**config.mk**
```make
export PLATFORM = sky130hd
export DESIGN_NAME = uie_ctrl
export DESIGN_NICKNAME = d
export VERILOG_FILES = /design/src/logic/uie_pkg.sv /design/src/logic/uie_ctrl.sv /design/src/logic/uie_prio.sv
export SDC_FILE = /design/constraint.sdc
export NUM_CORES = 1
export LEC_CHECK = 0
export ABC_AREA = 1
export CAP_MARGIN = 20
export CORE_MARGIN = 3
export CORE_UTILIZATION = 35
export CTS_CLUSTER_DIAMETER = 100
export DETAILED_ROUTE_END_ITERATION = 8
export DONT_BUFFER_PORTS = 1
export PLACE_DENSITY = 0.53
export SYNTH_ARGS = -nofsm -noshare
export SYNTH_HDL_FRONTEND = slang
export SYNTH_HIERARCHICAL = 1
export SYNTH_SLANG_ARGS = --single-unit
```
**constraint.sdc**
```tcl
create_clock -name clk_i -period 1.7 [get_ports clk_i]
set_clock_uncertainty 0.1 [all_clocks]
set_input_delay 0.34 -clock clk_i [delete_from_list [all_inputs] [get_ports clk_i]]
set_output_delay 0.34 -clock clk_i [all_outputs]
set_load 0.01 [all_outputs]
```
**src/logic/uie_pkg.sv**
```systemverilog
package uie_pkg;

  // register word indices; byte address is four times the index
  localparam int unsigned IDX_IE   = 1;
  localparam int unsigned IDX_EID  = 2;
  localparam int unsigned IDX_MODE = 8;
  localparam int unsigned ADR_W    = 8;
  localparam logic [7:0] ADR_IE   = 8'(IDX_IE * 4);
  localparam logic [7:0] ADR_EID  = 8'(IDX_EID * 4);
  localparam logic [7:0] ADR_MODE = 8'(IDX_MODE * 4);

  // interrupt_enable bit positions
  localparam int unsigned IE_RX_HIGH  = 0;
  localparam int unsigned IE_TX_LOW   = 1;
  localparam int unsigned IE_LINK     = 2;
  localparam int unsigned IE_MODEM    = 3;
  localparam int unsigned IE_TRANSFER = 4;
  localparam int unsigned IE_TX_EMPTY = 5;
  localparam logic [7:0] IE_RST        = 8'h00;
  localparam logic [7:0] IE_UPPER_MASK = 8'hf0;
  localparam logic [7:0] IE_EXT_USED   = 8'h3f;

  // mode register layout
  localparam int unsigned MODE_EXT_BIT = 0;
  localparam int unsigned MODE_GRP_LO  = 1;
  localparam int unsigned MODE_DMA_BIT = 3;
  localparam logic [7:0] MODE_RST  = 8'h00;
  localparam logic [7:0] MODE_MASK = 8'h0f;
  localparam logic [1:0] GRP_UART = 2'h0;
  localparam logic [1:0] GRP_ASK  = 2'h1;
  localparam logic [1:0] GRP_SERIAL_IR = 2'h2;
  localparam logic [1:0] GRP_CIR  = 2'h3;

  // non-extended event identification codes
  localparam logic [3:0] ID_NONE    = 4'h1;
  localparam logic [3:0] ID_LINK    = 4'h6;
  localparam logic [3:0] ID_RX_HIGH = 4'h4;
  localparam logic [3:0] ID_RX_TO   = 4'hc;
  localparam logic [3:0] ID_TX_LOW  = 4'h2;
  localparam logic [3:0] ID_MODEM   = 4'h0;

  localparam logic [7:0]  FIFO_CTL_RST = 8'h00;
  localparam int unsigned FIFO_CTL_EN  = 0;

  typedef struct packed {
    logic rx_high;
    logic rx_timeout;
    logic tx_low;
    logic link_status;
    logic modem_status;
    logic dma_tc;
    logic tx_empty;
    logic tx_underrun;
  } uie_events_t;

endpackage

```
**src/logic/uie_ctrl.sv**
```systemverilog
// Our own choices: the address map and the Wishbone slave port.
`timescale 1ns/1ps
// Overview of operation
// - enable bits 4-7 writable only in extended mode, cleared otherwise.
// - after reset the enable register uses the non-extended uart layout.
// - three layouts: non-extended, extended uart/ask-ir/serial-ir, consumer-ir.
// - non-extended bit 0 enables rx high level and timeout, codes 0100/1100.
// - non-extended bit 1 enables tx low level, code 0010.
// - non-extended bit 2 enables link status, code 0110.
// - non-extended bit 3 enables modem status, code 0000.
// - extended bit 0 interrupts on rx fifo at threshold or timeout.
// - extended bit 1 interrupts on tx fifo below threshold or holding empty.
// - extended bit 4 enables terminal count interrupt only with dma enabled.
// - extended bit 5 interrupts once transmitter and tx fifo are empty.
// - consumer-ir bits 1-0 and 7-3 mean as in extended uart.
// - consumer-ir bit 2 enables link status on receive, underrun on transmit.
// - every enable bit resets to 0.
// - event identification read and fifo control write share one address.
// - non-extended pending flag reads 1 when nothing pending, default 1.
// - extended event flags set regardless of enables.
// - extended select 0 means non-extended mode.
module uie_ctrl (
  input  logic                 clk_i,
  input  logic                 rst_i,
  input  logic                 wb_cyc_i,
  input  logic                 wb_stb_i,
  input  logic                 wb_we_i,
  input  logic [7:0]           wb_adr_i,
  input  logic [3:0]           wb_sel_i,
  input  logic [31:0]          wb_dat_i,
  output logic [31:0]          wb_dat_o,
  output logic                 wb_ack_o,
  input  uie_pkg::uie_events_t ev_i,
  input  logic                 tx_active_i,
  output logic [7:0]           fifo_control_o,
  output logic                 fifo_control_wr_o,
  output logic                 extended_o,
  output logic                 irq_o
);

  function automatic logic hit(input logic [7:0] a, input logic [7:0] r);
    hit = (a == r);
  endfunction

  logic [7:0]  interrupt_enable;
  logic [7:0]  mode_ctl;
  logic [7:0]  fifo_control;
  logic        fifo_wr;
  logic        dma_flag;
  logic        irq;
  logic        ack;
  logic [31:0] rdata;
  logic [7:0]  next_ie;
  logic [7:0]  next_mode;
  logic [7:0]  next_fifo_control;
  logic        next_fifo_wr;
  logic        next_dma;
  logic        next_irq;
  logic        next_ack;
  logic [31:0] next_rdata;
  logic        ext;
  logic        next_ext;
  logic        dma_en;
  logic        cir;
  logic        req;
  logic        wr;
  logic        rd;
  logic [3:0]  prio_id;
  logic [7:0]  eid_read;
  logic [5:0]  ext_flags;
  logic [5:0]  ext_gate;

  assign ext    = mode_ctl[uie_pkg::MODE_EXT_BIT];
  assign dma_en = mode_ctl[uie_pkg::MODE_DMA_BIT];
  // consumer-ir layout only in its own group
  assign cir    = ext && (mode_ctl[uie_pkg::MODE_GRP_LO +: 2] == uie_pkg::GRP_CIR);

  assign req = wb_cyc_i && wb_stb_i && !ack;
  assign wr  = req && wb_we_i && wb_sel_i[0];
  assign rd  = req && !wb_we_i;

  uie_prio u_prio (
    .ev_i (ev_i),
    .ie_i (interrupt_enable[3:0]),
    .id_o (prio_id)
  );

  // flags follow events whatever the enables
  always_comb begin
    ext_flags = '0;
    ext_flags[uie_pkg::IE_RX_HIGH]  = ev_i.rx_high || ev_i.rx_timeout;
    ext_flags[uie_pkg::IE_TX_LOW]   = ev_i.tx_low;
    ext_flags[uie_pkg::IE_LINK]     = ev_i.link_status || (cir && ev_i.tx_underrun);
    ext_flags[uie_pkg::IE_MODEM]    = ev_i.modem_status;
    ext_flags[uie_pkg::IE_TRANSFER] = dma_flag;
    ext_flags[uie_pkg::IE_TX_EMPTY] = ev_i.tx_empty;
  end

  // gating terms for the interrupt output in extended layouts
  always_comb begin
    ext_gate = ext_flags;
    // direction picks link status or underrun
    if (cir) begin
      ext_gate[uie_pkg::IE_LINK] = tx_active_i ? ev_i.tx_underrun : ev_i.link_status;
    end
    // terminal count only while dma enabled
    ext_gate[uie_pkg::IE_TRANSFER] = dma_flag && dma_en;
  end

  always_comb begin
    if (ext) begin
      eid_read = {2'b00, ext_flags};
    end else begin
      // none-pending code carries the pending flag at 1
      eid_read = {{2{fifo_control[uie_pkg::FIFO_CTL_EN]}}, 2'b00, prio_id};
    end
  end

  always_comb begin
    next_ack   = req;
    next_rdata = '0;
    if (rd) begin
      if (hit(wb_adr_i, uie_pkg::ADR_IE)) begin
        next_rdata = {24'h000000, interrupt_enable};
      end else if (hit(wb_adr_i, uie_pkg::ADR_EID)) begin
        next_rdata = {24'h000000, eid_read};
      end else if (hit(wb_adr_i, uie_pkg::ADR_MODE)) begin
        next_rdata = {24'h000000, mode_ctl};
      end
    end
  end

  always_comb begin
    next_mode = mode_ctl;
    if (wr && hit(wb_adr_i, uie_pkg::ADR_MODE)) begin
      next_mode = wb_dat_i[7:0] & uie_pkg::MODE_MASK;
    end
    next_ext = next_mode[uie_pkg::MODE_EXT_BIT];
  end

  always_comb begin
    next_ie = interrupt_enable;
    if (wr && hit(wb_adr_i, uie_pkg::ADR_IE)) begin
      next_ie = wb_dat_i[7:0];
    end
    // upper bits forced clear outside extended mode
    if (!next_ext) begin
      next_ie = next_ie & ~uie_pkg::IE_UPPER_MASK;
    end
  end

  // writes to the shared address land in fifo control
  always_comb begin
    next_fifo_control = fifo_control;
    next_fifo_wr      = 1'b0;
    if (wr && hit(wb_adr_i, uie_pkg::ADR_EID)) begin
      next_fifo_control = wb_dat_i[7:0];
      next_fifo_wr = 1'b1;
    end
  end

  // terminal count flag: set wins over clear-on-read
  always_comb begin
    next_dma = dma_flag;
    if (rd && ext && hit(wb_adr_i, uie_pkg::ADR_EID)) begin
      next_dma = 1'b0;
    end
    if (ev_i.dma_tc && dma_en) begin
      next_dma = 1'b1;
    end
  end

  // interrupt output from enabled pending events
  always_comb begin
    if (ext) begin
      // bit 0 to bit 5 gates, shared layout
      next_irq = |(interrupt_enable[5:0] & ext_gate);
    end else begin
      next_irq = (prio_id != uie_pkg::ID_NONE);
    end
  end

  always_ff @(posedge clk_i) begin
    if (rst_i) begin
      mode_ctl         <= uie_pkg::MODE_RST;
      interrupt_enable <= uie_pkg::IE_RST;
      fifo_control     <= uie_pkg::FIFO_CTL_RST;
      fifo_wr          <= 1'b0;
      dma_flag         <= 1'b0;
      irq              <= 1'b0;
      ack              <= 1'b0;
      rdata            <= '0;
    end else begin
      mode_ctl         <= next_mode;
      interrupt_enable <= next_ie;
      fifo_control     <= next_fifo_control;
      fifo_wr          <= next_fifo_wr;
      dma_flag         <= next_dma;
      irq              <= next_irq;
      ack              <= next_ack;
      rdata            <= next_rdata;
    end
  end

  assign wb_ack_o          = ack;
  assign wb_dat_o          = rdata;
  assign fifo_control_o    = fifo_control;
  assign fifo_control_wr_o = fifo_wr;
  assign extended_o        = ext;
  assign irq_o             = irq;
endmodule

```
**src/logic/uie_prio.sv**
```systemverilog
`timescale 1ns/1ps
// non-extended five-level priority encoder, enabled sources only
module uie_prio (
  input  uie_pkg::uie_events_t ev_i,
  input  logic [3:0]           ie_i,
  output logic [3:0]           id_o
);
  always_comb begin
    if (ie_i[uie_pkg::IE_LINK] && ev_i.link_status) begin
      id_o = uie_pkg::ID_LINK;
    end else if (ie_i[uie_pkg::IE_RX_HIGH] && ev_i.rx_timeout) begin
      id_o = uie_pkg::ID_RX_TO;
    end else if (ie_i[uie_pkg::IE_RX_HIGH] && ev_i.rx_high) begin
      id_o = uie_pkg::ID_RX_HIGH;
    end else if (ie_i[uie_pkg::IE_TX_LOW] && ev_i.tx_low) begin
      id_o = uie_pkg::ID_TX_LOW;
    end else if (ie_i[uie_pkg::IE_MODEM] && ev_i.modem_status) begin
      id_o = uie_pkg::ID_MODEM;
    end else begin
      id_o = uie_pkg::ID_NONE;
    end
  end
endmodule

```
==> results.json <==
{
  "outcome": "finished clean",
  "synth_cells": 267,
  "finalNetCount": 329,
  "overflow": 0,
  "ant_nets": 0,
  "p_per_area_nw_per_um2": 817.4,
  "syn2layout_area_growth_pct": 5.245,
  "design.die.area_um2": 6006,
  "tns_ns": 0,
  "end_kind": "flip-flop",
  "cpPeakStageDelay_ns": 0.35,
  "die_h_um": 77.50,
  "timing.rr.end": "interrupt_enable[5]",
  "synthArstFlopShare": 0,
  "critPathKind": "reg -> reg",
  "synth_commonest_cells": "nand2_1 (64), nand3_1 (35), dfxtp_1 (32), nor2_1 (29), buf_4 (27)",
  "post_cts_resized": 0,
  "io_pins": 102,
  "hp-start": "rst_i",
  "antenna_cells": 0,
  "hold_path.class": "in -> reg",
  "cp.required_ns": 1.81,
  "total_power_mw": 1.539,
  "grt_pass1_wl_mm": 6.796,
  "port_buffers": 0,
  "clkTransAtPathRegs_ns": 0.07,
  "gp_congestion": 0.7989,
  "grt_max_degree": 24,
  "layout-drive-gt1-share": 0.09559,
  "critical_path_arrival_ns": 1.62,
  "reg2regPathDepth": 8,
  "place_area_um2": 1765,
  "antenna_found_initial": 0,
  "maxCapViolations": 0,
  "yosys_register_bits": 32,
  "synth.yosys.seq_area_share": 0.3580,
  "core_um2": 4817,
  "routed_wl_mm": 4.094,
  "final-max-slew-violation-count": 0,
  "rows": 25,
  "tritoncts": "done",
  "hold_violations": 0,
  "dpl.hpwl_mm": 3.108,
  "fin_crit_ns": 1.512,
  "path_buf_inv": 2,
  "cts.sinks": 32,
  "max_freq_ghz": 0.6615,
  "worstHoldEndpoint": "fifo_control_o[1]",
  "cts_root_buffer": "clkbuf_8",
  "synth_top_area_frac": 0.3580,
  "worst_path_max_delay_cell": "dfxtp_1",
  "avgSynthCellArea_um2": 6.701,
  "num_vias": 1554,
  "ys_top_cells_by_area": "dfxtp_1 (36%), nand2_1 (13%), buf_4 (11%)",
  "cp_top_family": "simple AND/OR/NAND/NOR gates",
  "crit_fanout": 23,
  "grt_usage": 0.1404,
  "final_area_um2": 1883,
  "synth_area_leader_cell": "dfxtp_1",
  "post_cts_buffers": 0,
  "avgViaCountPerCell": 4.584,
  "ys_types": 18,
  "r2r_start": "wb_ack_o",
  "p_leak_nw": 0.8258,
  "drt_pass1_iterations": 4,
  "numCtsBuffers": 5,
  "fillers": 556,
  "cp_cell_sequence": "inv_1, nand3_1, nor2_2, buf_12, nand2_1, nand2_1, nand3_1, nor2_1",
  "clockBufferDepth": 2,
  "peakVddDrop_uv": 416.9,
  "cp.depth": 8,
  "hold_buffers": 0,
  "rsz0062_at_grt": "false",
  "fin_crit_sh": 0.8892,
  "cp-start-kind": "flip-flop",
  "drc": 0,
  "clk_latency_ns": 0.28,
  "rrSetupSlack_ns": 0.19,
  "synth_edf_count": 0,
  "synth_most_common_cell": "nand2_1",
  "yosys_warnings": 6,
  "initial_core_util": 0.3714,
  "first_iter_violations": 75,
  "setup-violations-final": 0,
  "synth_flop_cell": "dfxtp_1",
  "cts-htree-levels": 2,
  "syn-cell-area_um2": 1789,
  "grt_pass1_vias": 1471,
  "drt-wirelength-per-cell_um": 12.08,
  "die_w_um": 77.50,
  "hold_depth": 1
}
sequential cells by signal (all words and copies together) (netlist names):
register           count
dma_flag               1
wb_ack_o               1
mode_ctl               4
fifo_control_o         8
fifo_control_wr_o      1
interrupt_enable       8
wb_dat_o               8
irq_o                  1
layer usage:
layer	vias to the layer above	part of all wire	track usage
li1	803	-	-
met3	4	0.095	0.05684
met4	0	0.0085	0.04270
met2	63	0.46	0.2228
met1	684	0.44	0.1739
met5	-	0	0
where the power goes:
| group | switching (mW) | leakage [nW] | internal, mW |
|---|---|---|---|
| registers | 0.00124 | 0.258 | 0.750 |
| clock network | 0.284 | 0.0552 | 0.435 |
| logic | 0.0522 | 0.513 | 0.0170 |
| total | 0.337 | 0.826 | 1.20 |
worst max-delay path by stage:
stage	start	endpoint
final	wb_ack_o	interrupt_enable[5]
after global routing	wb_ack_o	interrupt_enable[4]
after CTS	wb_ack_o	interrupt_enable[5]
after detailed placement	wb_ack_o	interrupt_enable[5]
after global placement	wb_ack_o	interrupt_enable[5]
after floorplan	wb_adr_i[7]	wb_dat_o[0]
per-stage QoR:
step / hold slack, ns / setup slack (ns) / cells / utilization
floorplan: 0.3435 / 0.4111 / 290 / -
global placement: 0.3106 / 0.2154 / 330 / 0.3665
detailed placement: 0.3126 / 0.1917 / 330 / 0.3665
CTS: 0.01006 / 0.1666 / 338 / 0.3888
global route: 0.0002564 / 0.02019 / 339 / 0.3909
finish: 0.01640 / 0.1884 / 339 / 0.3909
cell usage in the layout (no fill, tap or decap):
master,n
o21a_1,1
dfxtp_1,32
nand2_1,64
buf_12,1
nand3_2,1
inv_1,25
nand4_1,1
o21ai_0,10
a21oi_1,23
conb_1,24
bufinv_16,1
inv_2,1
clkbuf_8,5
clkbuf_1,1
buf_4,4
dlygate4sd3_1,1
nand2_2,4
nor2_1,29
nor2_4,3
nand3_1,35
nor2_2,5
clkinv_2,1
worst register-to-register path, cell delays in order, from the launching register on:
cell and delay [ns]:
dfxtp_1 0.35, inv_1 0.06, nand3_1 0.10, nor2_2 0.15, buf_12 0.17, nand2_1 0.11, nand2_1 0.08, nand3_1 0.19
nor2_1 0.14
area by class of cell:
| cell class | instances | area [µm²] | share of cell area |
|---|---|---|---|
| clock buffer | 6 | 72.57 | 0.03854 |
| clock inverter | 2 | 35.03 | 0.01860 |
| inverter | 26 | 97.59 | 0.05183 |
| multi-input combinational | 200 | 893.4 | 0.4744 |
| sequential | 32 | 640.6 | 0.3402 |
| tap | 67 | 83.83 | 0.04452 |
| timing repair buffer | 6 | 60.06 | 0.03189 |
kinds of logic (layout without fill, tap and decap cells):
| logic type | Yosys count | count (layout) | synth area share |
|---|---|---|---|
| AO/OA/AOI/OAI | 34 | 34 | 0.09651 |
| buffers and inverters | 58 | 40 | 0.1909 |
| flip-flops | 32 | 32 | 0.3580 |
| other | 1 | 24 | 0.002096 |
| AND/OR/NAND/NOR | 142 | 142 | 0.3524 |
(Power assumes the default switching activity.)
